### src/shared/supply_pkg.sv
package supply_pkg;
  // Register map of the documented processor port
  localparam logic [15:0] CTRL_ADDR    = 16'hFFBE;
  localparam logic [15:0] LEVEL_ADDR   = 16'hFFBF;
  localparam logic [15:0] CAUSE_ADDR   = 16'hFFAC;
  // Control register fields
  localparam int          EN_BIT       = 7;
  localparam int          SRC_BIT      = 2;
  localparam int          ACT_BIT      = 1;
  localparam int          FLAG_BIT     = 0;
  // Reset cause register fields
  localparam int          WDT_CAUSE_BIT = 4;
  localparam int          LV_CAUSE_BIT  = 0;
  localparam logic [7:0]  REG_RESET    = 8'h00;
  localparam logic [3:0]  LEVEL_RESET  = 4'h0;
  localparam int          LEVEL_COUNT  = 16;
  // Stabilization wait after a fast rise to the higher release level
  localparam int          CLK_MHZ      = 100;
  localparam int          FAST_RISE_US = 1930;
  localparam int          STAB_WAIT_US = 5390;
  localparam int          FAST_RISE_CYC = FAST_RISE_US * CLK_MHZ;
  localparam int          STAB_WAIT_CYC = STAB_WAIT_US * CLK_MHZ;
  localparam int          CNT_W        = 20;
  // Reset source encoding, not used inside the block
  typedef enum logic [1:0] {SRC_NONE, SRC_POWER, SRC_WDT, SRC_LV} reset_src_e;
endpackage : supply_pkg

### src/logic/supply_supervisor.sv
`timescale 1ns/1ps
module supply_supervisor
  import supply_pkg::*;
#(
  parameter int FAST_RISE = FAST_RISE_CYC,
  parameter int STAB_WAIT = STAB_WAIT_CYC
) (
  input  wire logic                   clk,
  input  wire logic                   rst,
  input  wire logic                   threshold_sel,
  input  wire logic                   supply_above_trip,
  input  wire logic                   supply_above_release,
  input  wire logic [LEVEL_COUNT-1:0] supply_above_level,
  input  wire logic                   external_above_ref,
  input  wire logic                   watchdog_reset_req,
  input  wire logic                   stop_mode,
  input  wire logic [15:0]            addr,
  input  wire logic                   wr_en,
  input  wire logic                   bit_wr,
  input  wire logic [2:0]             bit_sel,
  input  wire logic [7:0]             wr_data,
  input  wire logic                   rd_en,
  output logic      [7:0]             rd_data,
  output logic                        internal_reset,
  output logic                        undervoltage_irq,
  output logic      [3:0]             detection_level_select
);
  logic [LEVEL_COUNT-1:0] lvl_s;
  logic                   ext_s;
  logic                   trip_s;
  logic                   rel_s;
  logic                   por_active;
  logic                   enable_q, src_q, act_q;
  logic                   below_q;
  logic [7:0]             cause_q;
  logic                   lv_rst_q, wdt_rst_q;
  logic                   stop_seen_q;

  // Comparators are asynchronous to the system clock
  sync2 #(.W(LEVEL_COUNT + 3)) u_sync (
    .clk (clk),
    .rst (rst),
    .d   ({supply_above_level, external_above_ref, supply_above_trip, supply_above_release}),
    .q   ({lvl_s, ext_s, trip_s, rel_s})
  );

  por_sequencer #(.FAST_RISE(FAST_RISE), .STAB_WAIT(STAB_WAIT)) u_por (
    .clk           (clk),
    .rst           (rst),
    .threshold_sel (threshold_sel),
    .above_trip    (trip_s),
    .above_release (rel_s),
    .por_active    (por_active)
  );

  // Selected comparison; stop mode does not gate it
  wire sel_above = src_q ? ext_s : lvl_s[detection_level_select];
  wire below     = enable_q & ~sel_above;
  wire lv_reset  = enable_q & act_q & ~sel_above;

  // Interrupt on each change of the gated flag in interrupt action only; disabling while below also fires
  wire irq_d = ~act_q & (below != below_q);

  // Register port decode
  wire ctrl_hit  = wr_en & (addr == CTRL_ADDR);
  wire level_hit = wr_en & (addr == LEVEL_ADDR) & ~bit_wr;
  wire cause_rd  = rd_en & (addr == CAUSE_ADDR);
  wire [7:0] bit_mask = 8'h01 << bit_sel;
  wire [7:0] cur_ctrl = {enable_q, 4'h0, src_q, act_q, below_q};
  wire [7:0] ctrl_new = bit_wr ? ((cur_ctrl & ~bit_mask) | (wr_data[0] ? bit_mask : 8'h00))
                               : wr_data;
  wire lvl_bit_hit = wr_en & bit_wr & (addr == LEVEL_ADDR) & (bit_sel < 3'h4);
  wire [3:0] lvl_mask = 4'h1 << bit_sel[1:0];
  // Read data selection; unknown addresses read zero
  wire [7:0] rd_sel   = (addr == CTRL_ADDR)  ? cur_ctrl :
                        (addr == LEVEL_ADDR) ? {4'h0, detection_level_select} :
                        (addr == CAUSE_ADDR) ? cause_q : REG_RESET;

  // Pending reset sources; a held detector reset keeps its state
  wire other_reset = por_active | wdt_rst_q;

  // Control fields: cleared by any reset other than the detector's
  always_ff @(posedge clk or posedge rst) begin
    if (rst) begin
      enable_q <= 1'b0;
      src_q    <= 1'b0;
      act_q    <= 1'b0;
    end else if (other_reset) begin
      enable_q <= 1'b0;
      src_q    <= 1'b0;
      act_q    <= 1'b0;
    end else if (ctrl_hit) begin
      enable_q <= ctrl_new[EN_BIT];
      src_q    <= ctrl_new[SRC_BIT];
      act_q    <= ctrl_new[ACT_BIT];
    end
  end

  // Level select register survives the detector reset only
  always_ff @(posedge clk or posedge rst) begin
    if (rst) begin
      detection_level_select <= LEVEL_RESET;
    end else if (other_reset) begin
      detection_level_select <= LEVEL_RESET;
    end else if (level_hit) begin
      detection_level_select <= wr_data[3:0];
    end else if (lvl_bit_hit) begin
      detection_level_select <= wr_data[0] ? (detection_level_select | lvl_mask)
                                           : (detection_level_select & ~lvl_mask);
    end
  end

  // Live flag and interrupt pulse
  always_ff @(posedge clk or posedge rst) begin
    if (rst) begin
      below_q          <= 1'b0;
      undervoltage_irq <= 1'b0;
    end else begin
      below_q          <= below;
      undervoltage_irq <= irq_d;
    end
  end

  // Reset cause: power-on clears, other sources set own flag; set beats read-clear
  always_ff @(posedge clk or posedge rst) begin
    if (rst) begin
      cause_q <= REG_RESET;
    end else if (por_active) begin
      cause_q <= REG_RESET;
    end else begin
      if (cause_rd) cause_q <= REG_RESET;
      if (watchdog_reset_req) cause_q[WDT_CAUSE_BIT] <= 1'b1;
      if (lv_reset) cause_q[LV_CAUSE_BIT] <= 1'b1;
    end
  end

  // Reset outputs and read data are registered
  always_ff @(posedge clk or posedge rst) begin
    if (rst) begin
      lv_rst_q       <= 1'b0;
      wdt_rst_q      <= 1'b0;
      internal_reset <= 1'b1;
      rd_data        <= REG_RESET;
      stop_seen_q    <= 1'b0;
    end else begin
      lv_rst_q       <= lv_reset;
      wdt_rst_q      <= watchdog_reset_req;
      internal_reset <= por_active | lv_reset | watchdog_reset_req;
      stop_seen_q    <= stop_mode;
      rd_data        <= rd_en ? rd_sel : REG_RESET;
    end
  end

  a_flag_when_off: assert property (@(posedge clk) disable iff (rst)
    !enable_q |=> !below_q) else $error("level flag set while disabled");
  a_lv_reset_out: assert property (@(posedge clk) disable iff (rst)
    (enable_q && act_q && !sel_above) |=> internal_reset) else $error("detector reset missing");
  a_lv_cause_set: assert property (@(posedge clk) disable iff (rst)
    (lv_reset && !por_active) |=> cause_q[LV_CAUSE_BIT]) else $error("cause bit not set");
  a_por_clears: assert property (@(posedge clk) disable iff (rst)
    por_active |=> cause_q == REG_RESET) else $error("power-on did not clear cause");
  a_irq_single: assert property (@(posedge clk) disable iff (rst)
    undervoltage_irq |=> !undervoltage_irq || $changed(below_q)) else $error("irq longer than pulse");
  a_irq_edges: assert property (@(posedge clk) disable iff (rst)
    ($changed(below_q) && !$past(act_q)) |-> undervoltage_irq) else $error("edge without irq");
  a_irq_in_reset: assert property (@(posedge clk) disable iff (rst)
    act_q |=> !undervoltage_irq) else $error("irq in reset action");
  a_ctrl_cleared: assert property (@(posedge clk) disable iff (rst)
    other_reset |=> !enable_q && !src_q && !act_q) else $error("control not cleared");
  a_reserved_zero: assert property (@(posedge clk) disable iff (rst)
    $past(rd_en && addr == CTRL_ADDR) |-> rd_data[6:3] == 4'h0) else $error("reserved bits nonzero");

  // Level flag follows the selected comparison
  a_flag_below: assert property (@(posedge clk) disable iff (rst)
    (enable_q && !sel_above) |=> below_q)
    else $error("flag clear while below level");
  a_flag_above: assert property (@(posedge clk) disable iff (rst)
    (enable_q && sel_above) |=> !below_q)
    else $error("flag set while above level");
  a_src_external: assert property (@(posedge clk) disable iff (rst)
    (enable_q && src_q) |=> (below_q == !$past(ext_s)))
    else $error("external source not followed");
  a_src_supply: assert property (@(posedge clk) disable iff (rst)
    (enable_q && !src_q) |=> (below_q == !$past(lvl_s[detection_level_select])))
    else $error("selected supply level not followed");

  // A disabled detector stays silent
  a_off_no_reset: assert property (@(posedge clk) disable iff (rst)
    (!enable_q && !por_active && !watchdog_reset_req) |=> !internal_reset)
    else $error("reset while detector off");
  a_off_no_irq: assert property (@(posedge clk) disable iff (rst)
    (!enable_q && !below_q) |=> !undervoltage_irq)
    else $error("irq while detector off");

  // Reset output follows the detector only in reset action
  a_lv_release: assert property (@(posedge clk) disable iff (rst)
    (enable_q && act_q && sel_above && !por_active && !watchdog_reset_req) |=> !internal_reset)
    else $error("reset held above level");
  a_int_no_reset: assert property (@(posedge clk) disable iff (rst)
    (!act_q && !por_active && !watchdog_reset_req) |=> !internal_reset)
    else $error("reset in interrupt action");

  // Stop mode and power-on keep their reset path
  a_stop_runs: assert property (@(posedge clk) disable iff (rst)
    (stop_mode && lv_reset) |=> internal_reset)
    else $error("detector reset lost in stop mode");
  a_por_reset_out: assert property (@(posedge clk) disable iff (rst)
    por_active |=> internal_reset)
    else $error("power-on reset not driven");

  // Interrupt on both crossings and on disable, never when quiet
  a_irq_rise: assert property (@(posedge clk) disable iff (rst)
    (!act_q && enable_q && below_q && sel_above) |=> undervoltage_irq)
    else $error("no irq on return above level");
  a_irq_fall: assert property (@(posedge clk) disable iff (rst)
    (!act_q && enable_q && !below_q && !sel_above) |=> undervoltage_irq)
    else $error("no irq on drop below level");
  a_disable_irq: assert property (@(posedge clk) disable iff (rst)
    (!act_q && !enable_q && below_q) |=> undervoltage_irq)
    else $error("no irq on disable while below");
  a_irq_int_only: assert property (@(posedge clk) disable iff (rst)
    undervoltage_irq |-> !$past(act_q))
    else $error("irq from reset action");
  a_irq_no_change: assert property (@(posedge clk) disable iff (rst)
    (below == below_q) |=> !undervoltage_irq)
    else $error("irq without a change");

  // Cause flags: watchdog sets its own, detector keeps the other
  a_wdt_cause: assert property (@(posedge clk) disable iff (rst)
    (watchdog_reset_req && !por_active) |=> cause_q[WDT_CAUSE_BIT])
    else $error("watchdog cause not set");
  a_wdt_reset: assert property (@(posedge clk) disable iff (rst)
    watchdog_reset_req |=> internal_reset)
    else $error("watchdog reset not driven");
  a_lv_keeps_wdt: assert property (@(posedge clk) disable iff (rst)
    (lv_reset && !por_active && !cause_rd && cause_q[WDT_CAUSE_BIT]) |=> cause_q[WDT_CAUSE_BIT])
    else $error("detector reset lost watchdog cause");
  a_lv_cause_hold: assert property (@(posedge clk) disable iff (rst)
    (lv_rst_q && !$past(por_active)) |-> cause_q[LV_CAUSE_BIT])
    else $error("detector cause missing after reset");

  // Level select kept through the detector reset only
  a_level_kept: assert property (@(posedge clk) disable iff (rst)
    (!other_reset && !level_hit && !lvl_bit_hit) |=> $stable(detection_level_select))
    else $error("level select changed unasked");
  a_level_cleared: assert property (@(posedge clk) disable iff (rst)
    other_reset |=> (detection_level_select == LEVEL_RESET))
    else $error("level select not cleared");
  a_level_write: assert property (@(posedge clk) disable iff (rst)
    (level_hit && !other_reset) |=> (detection_level_select == $past(wr_data[3:0])))
    else $error("level byte write lost");
  a_level_bit: assert property (@(posedge clk) disable iff (rst)
    (lvl_bit_hit && !other_reset) |=> (detection_level_select[$past(bit_sel[1:0])] == $past(wr_data[0])))
    else $error("level bit write lost");

  // Control fields change only by a write or a non-detector reset
  a_ctrl_kept: assert property (@(posedge clk) disable iff (rst)
    (!other_reset && !ctrl_hit) |=> $stable({enable_q, src_q, act_q}))
    else $error("control changed unasked");
  a_ctrl_write: assert property (@(posedge clk) disable iff (rst)
    (ctrl_hit && !other_reset) |=> ({enable_q, src_q, act_q} == $past({ctrl_new[EN_BIT], ctrl_new[SRC_BIT], ctrl_new[ACT_BIT]})))
    else $error("control write lost");

  // Read data reflects the register contents of the read cycle
  a_read_flag: assert property (@(posedge clk) disable iff (rst)
    $past(rd_en && addr == CTRL_ADDR) |-> (rd_data[FLAG_BIT] == $past(below_q)))
    else $error("flag read wrong");
  a_read_level: assert property (@(posedge clk) disable iff (rst)
    $past(rd_en && addr == LEVEL_ADDR) |-> (rd_data == {4'h0, $past(detection_level_select)}))
    else $error("level read wrong");
  a_read_cause: assert property (@(posedge clk) disable iff (rst)
    $past(rd_en && addr == CAUSE_ADDR) |-> (rd_data == $past(cause_q)))
    else $error("cause read wrong");
  c_lv_reset: cover property (@(posedge clk) lv_reset);
  c_irq_fall: cover property (@(posedge clk) undervoltage_irq && below_q);
  c_irq_rise: cover property (@(posedge clk) undervoltage_irq && !below_q);
  c_stop_det: cover property (@(posedge clk) stop_seen_q && lv_reset);
endmodule : supply_supervisor

### src/logic/sync2.sv
`timescale 1ns/1ps
// Two-flop level synchroniser for comparator outputs
module sync2 #(
  parameter int W = 1
) (
  input  wire logic         clk,
  input  wire logic         rst,
  input  wire logic [W-1:0] d,
  output logic      [W-1:0] q
);
  logic [W-1:0] meta_q;

  // First stage feeds only the second stage
  always_ff @(posedge clk or posedge rst) begin
    if (rst) begin
      meta_q <= '0;
      q      <= '0;
    end else begin
      meta_q <= d;
      q      <= meta_q;
    end
  end
endmodule : sync2

### src/logic/por_sequencer.sv
`timescale 1ns/1ps
// Power-on clear: holds reset until the chosen release level is reached
module por_sequencer
  import supply_pkg::*;
#(
  parameter int FAST_RISE = FAST_RISE_CYC,
  parameter int STAB_WAIT = STAB_WAIT_CYC
) (
  input  wire logic clk,
  input  wire logic rst,
  input  wire logic threshold_sel,
  input  wire logic above_trip,
  input  wire logic above_release,
  output logic      por_active
);
  typedef enum logic [1:0] {HOLD, RISING, STABILIZE, RUN} por_state_e;
  por_state_e      state_q, state_d;
  logic [CNT_W-1:0] cnt_q, cnt_d;
  wire  fast_rise = cnt_q < CNT_W'(FAST_RISE);

  // Release only on the level that the threshold option selects
  always_comb begin
    state_d = state_q;
    cnt_d   = (cnt_q == '1) ? cnt_q : cnt_q + 1'b1;
    unique case (state_q)
      HOLD: if (above_trip) begin
        state_d = threshold_sel ? RISING : RUN;
        cnt_d   = '0;
      end
      RISING: if (above_release) begin
        state_d = fast_rise ? STABILIZE : RUN;
        cnt_d   = '0;
      end
      STABILIZE: if (cnt_q >= CNT_W'(STAB_WAIT - 1)) state_d = RUN;
      RUN: ;
    endcase
    if (!above_trip) begin
      state_d = HOLD;
      cnt_d   = '0;
    end
  end

  always_ff @(posedge clk or posedge rst) begin
    if (rst) begin
      state_q    <= HOLD;
      cnt_q      <= '0;
      por_active <= 1'b1;
    end else begin
      state_q    <= state_d;
      cnt_q      <= cnt_d;
      por_active <= (state_d != RUN);
    end
  end

  a_por_trip_reset: assert property (@(posedge clk) disable iff (rst)
    !above_trip |=> por_active) else $error("reset not held below trip level");
  a_por_low_mode: assert property (@(posedge clk) disable iff (rst)
    (state_q == HOLD && above_trip && !threshold_sel) |=> !por_active)
    else $error("low option did not release");
  a_por_high_mode: assert property (@(posedge clk) disable iff (rst)
    (threshold_sel && !above_release && state_q != RUN) |=> por_active)
    else $error("high option released early");
  c_por_stab: cover property (@(posedge clk) state_q == STABILIZE);
endmodule : por_sequencer

### config.mk
export PLATFORM = sky130hd
export DESIGN_NAME = supply_supervisor
export DESIGN_NICKNAME = d
export VERILOG_FILES = /design/src/shared/supply_pkg.sv /design/src/logic/supply_supervisor.sv /design/src/logic/sync2.sv /design/src/logic/por_sequencer.sv
export SDC_FILE = /design/constraint.sdc
export NUM_CORES = 1
export LEC_CHECK = 0
export ABC_AREA = 1
export BUFFER_PORTS_ARGS = -buffer_cell sky130_fd_sc_hd__buf_2
export CAP_MARGIN = 20
export CORE_UTILIZATION = 50
export CTS_CLUSTER_DIAMETER = 50
export DETAILED_ROUTE_END_ITERATION = 6
export GPL_TIMING_DRIVEN = 0
export PLACE_DENSITY = 0.77
export SLEW_MARGIN = 10
export SYNTH_ARGS = -nofsm -noshare
export SYNTH_HDL_FRONTEND = slang
export SYNTH_SLANG_ARGS = --single-unit
### constraint.sdc
create_clock -name clk -period 6.2 [get_ports clk]
set_input_delay 0 -clock clk [delete_from_list [all_inputs] [get_ports clk]]
set_output_delay 0 -clock clk [all_outputs]
set_load 0.05 [all_outputs]
==> impl_metrics.tcl <==
set metrics [dict create \
    status "finished clean" \
    dr.first_iter.drc_count 136 \
    required_ns 6.45 \
    endpoint_kind "flop" \
    setup.worst_path.class "reg -> reg" \
    yosys.area.top_type "dfrtp_1" \
    clock_sinks 80 \
    fp.dieH_um 87.0 \
    wirelength_mm 7.76 \
    core_mm2 0.00687 \
    powerDensity_mw_per_mm2 221 \
    ys.flop_type "dfrtp_1" \
    cts_buffers 9 \
    die_w_um 87.0 \
    place_congestion 0.874 \
    async_flop_share_pct 100 \
    use_met3_pct 5.97 \
    grt_use_met1_pct 27.5 \
    path_buf_inv 1 \
    ir_drop_mv 0.104 \
    layout.area.seq_mm2 0.00200 \
    cts_tree "yes" \
    root_buffer "clkbuf_8" \
    avgRoutedWirePerCell_um 12.7 \
    final_common_cell "nand2_1" \
    clk-insertion-delay-late_ns 0.35 \
    fill_cells 534 \
    port-buffer-count 61 \
    cpPeakStageDelay_ns 0.42 \
    gr-max-usage-layer "met2" \
    layout_min_cycle_time_ns 1.74 \
    crit_chain "ha_1, nand3_2, inv_2, nand2_2, nor2_2, nand3b_1, nand2_1, nor2_1, a2bb2oi_2" \
    vias 3035 \
    placed_area_mm2 0.00407 \
    ant_nets 0 \
    diodes 0 \
    via_per_inst 4.95 \
    rows 30 \
    holdCritPathClass "in -> reg" \
    grt-ovfl-total 0 \
    io_pins 68 \
    multi_input_area_mm2 0.00134 \
    synthCells 411 \
    leakage_nw 2.23 \
    grt_antenna_before_repair 0 \
    setup_viol 0 \
    grt_max_degree 66 \
    total_power_w 0.00100 \
    dp_cells 570 \
    ys_seq_area_share_pct 55.5 \
    clk_path_buf_depth 2 \
    final_cell_mix "nand2_1, dfrtp_1, buf_2" \
    crit_path_max_fanout 5 \
    drt_pass1_iterations 4 \
    clkTransAtPathRegs_ns 0.09 \
    grt_usage_pct 22.7 \
    dieArea_mm2 0.00757 \
    skew_ns 0.0142 \
    first_global_vias 2949 \
    met2_usage_pct 38.2 \
    hold_violations 0 \
    stdcell_area_mm2 0.00453 \
    yosysTopAreaCellShare_pct 54.1 \
    synth_area_leaders "dfrtp_1, nand2_1, inv_1" \
    synth_area_per_cell_um2 8.79 \
    path_delay_family "simple AND/OR/NAND/NOR gates" \
    drive_gt1_share_pct 21.7 \
    synth_seq_cells 80 \
    cp.arrival_ns 1.99 \
    fin_nets 567 \
    htreeDepth 3 \
    synth.distinct_cells 38 \
    initial_utilization_pct 52.6 \
    syn_area_mm2 0.00361 \
    tns_ns 0 \
    synth-edff-count 0 \
    fin_crit_sh_pct 28.0 \
    crit_slowest_cell "dfrtp_1" \
    area_delta_synth_final_pct 25.5 \
    rsz0062_at_grt "false" \
    dp_hpwl_mm 5.46 \
    max_freq_ghz 0.576 \
    drc 0 \
    cp-start-kind "flop" \
    grt_pass1_wl_mm 13.0 \
    yosysWarnings 0 \
    drv_slew 0 \
    fin_cells 613 \
    drv_cap 0 \
]
-- flip-flops by register name, summed over array words and instances (netlist names), 2 cells and up --
signal,count
u_por.cnt_q,20
u_por.state_q,2
detection_level_select,4
rd_data,6
u_sync.q,19
cause_q,2
u_sync.meta_q,19
-- worst reg2reg max path: stages, from the launching register on --
cell       delay (ns)
dfrtp_1          0.42
ha_1             0.28
nand3_2          0.14
inv_2            0.11
nand2_2          0.07
nor2_2           0.11
nand3b_1         0.19
nand2_1          0.14
nor2_1           0.06
a2bb2oi_2        0.13
-- cell type report --
type	count	area share [%]
Buffer	4	0.607
Clock inverter	7	1.49
Tap cell	96	2.65
Sequential cell	80	44.2
Timing Repair Buffer	89	13.3
Inverter	64	5.36
Multi-Input combinational cell	264	29.6
Clock buffer	9	2.73
-- synthesized netlist by cell type (2+ instances only) --
library cell,count
buf_4,3
nand2_4,2
o211ai_1,5
xor2_1,3
nor3_2,2
nor2_1,33
a211oi_1,2
a31oi_1,4
nand4_1,5
o21ai_1,8
inv_2,4
dfrtp_1,78
nor2_2,4
nand3_2,2
o21ai_0,16
nand2_1,90
nand3_1,35
inv_1,60
nor3_1,10
nand2_2,5
nor2_4,4
a21oi_1,19
dfstp_2,2
-- routing by layer --
metal	share of wire (%)	vias to the layer above
met5	0	-
met4	1.9	0
met3	5.0	16
met2	50	94
met1	44	1400
li1	-	1525
-- path summary, 6_finish.rpt --
path,slack [ns],end,depth (start not counted),start
hold / removal,0.02,act_q,3,bit_wr
hold reg to reg,0.34,u_sync.q[5],0,u_sync.meta_q[5]
min in group asynchronous,0.14,u_por.state_q[1],3,rst
setup reg to reg,4.46,u_por.cnt_q[12],9,u_por.cnt_q[0]
setup / recovery,4.46,u_por.cnt_q[12],9,u_por.cnt_q[0]
max in group asynchronous,5.48,u_por.por_active,4,rst
-- through the flow --
stage / utilization (%) / hold WS, ns / setup WS [ns]
after floorplan: - / 0.0314 / 4.15
after detailed placement: 59.3 / -0.0550 / 4.51
after global routing: 66.0 / 0.00952 / 4.31
after global placement: 58.8 / 0.107 / 3.36
final: 66.0 / 0.0170 / 4.46
after CTS: 66.0 / 0.0124 / 4.49
-- logic make-up (layout without fill, tap and decap cells) --
logic type | count (synthesis) | count (layout) | share of synthesized area [%]
buffers and inverters | 68 | 173 | 7.41
adders and majority gates | 1 | 1 | 0.346
other | 1 | 2 | 0.104
xor gates and xnor gates | 4 | 4 | 0.970
AOI/OAI and AO/OA | 60 | 60 | 9.94
and+or+nand+nor | 197 | 197 | 25.7
DFF | 80 | 80 | 55.5
-- where the power goes --
group	leakage (nW)	total [W]	switching [W]	internal [W]
clock	0.0966	0.000374	0.000216	0.000158
combinational	1.12	0.0000839	0.0000469	0.0000370
sequential	1.02	0.000545	0.00000695	0.000538
-- timing repair --
action                    CTS  global route
hold buffers               27             0
hold endpoints to repair  110             0
buffers inserted            0             0
gates resized for setup     0             0
Note: power is estimated with default switching activity, not from simulation.
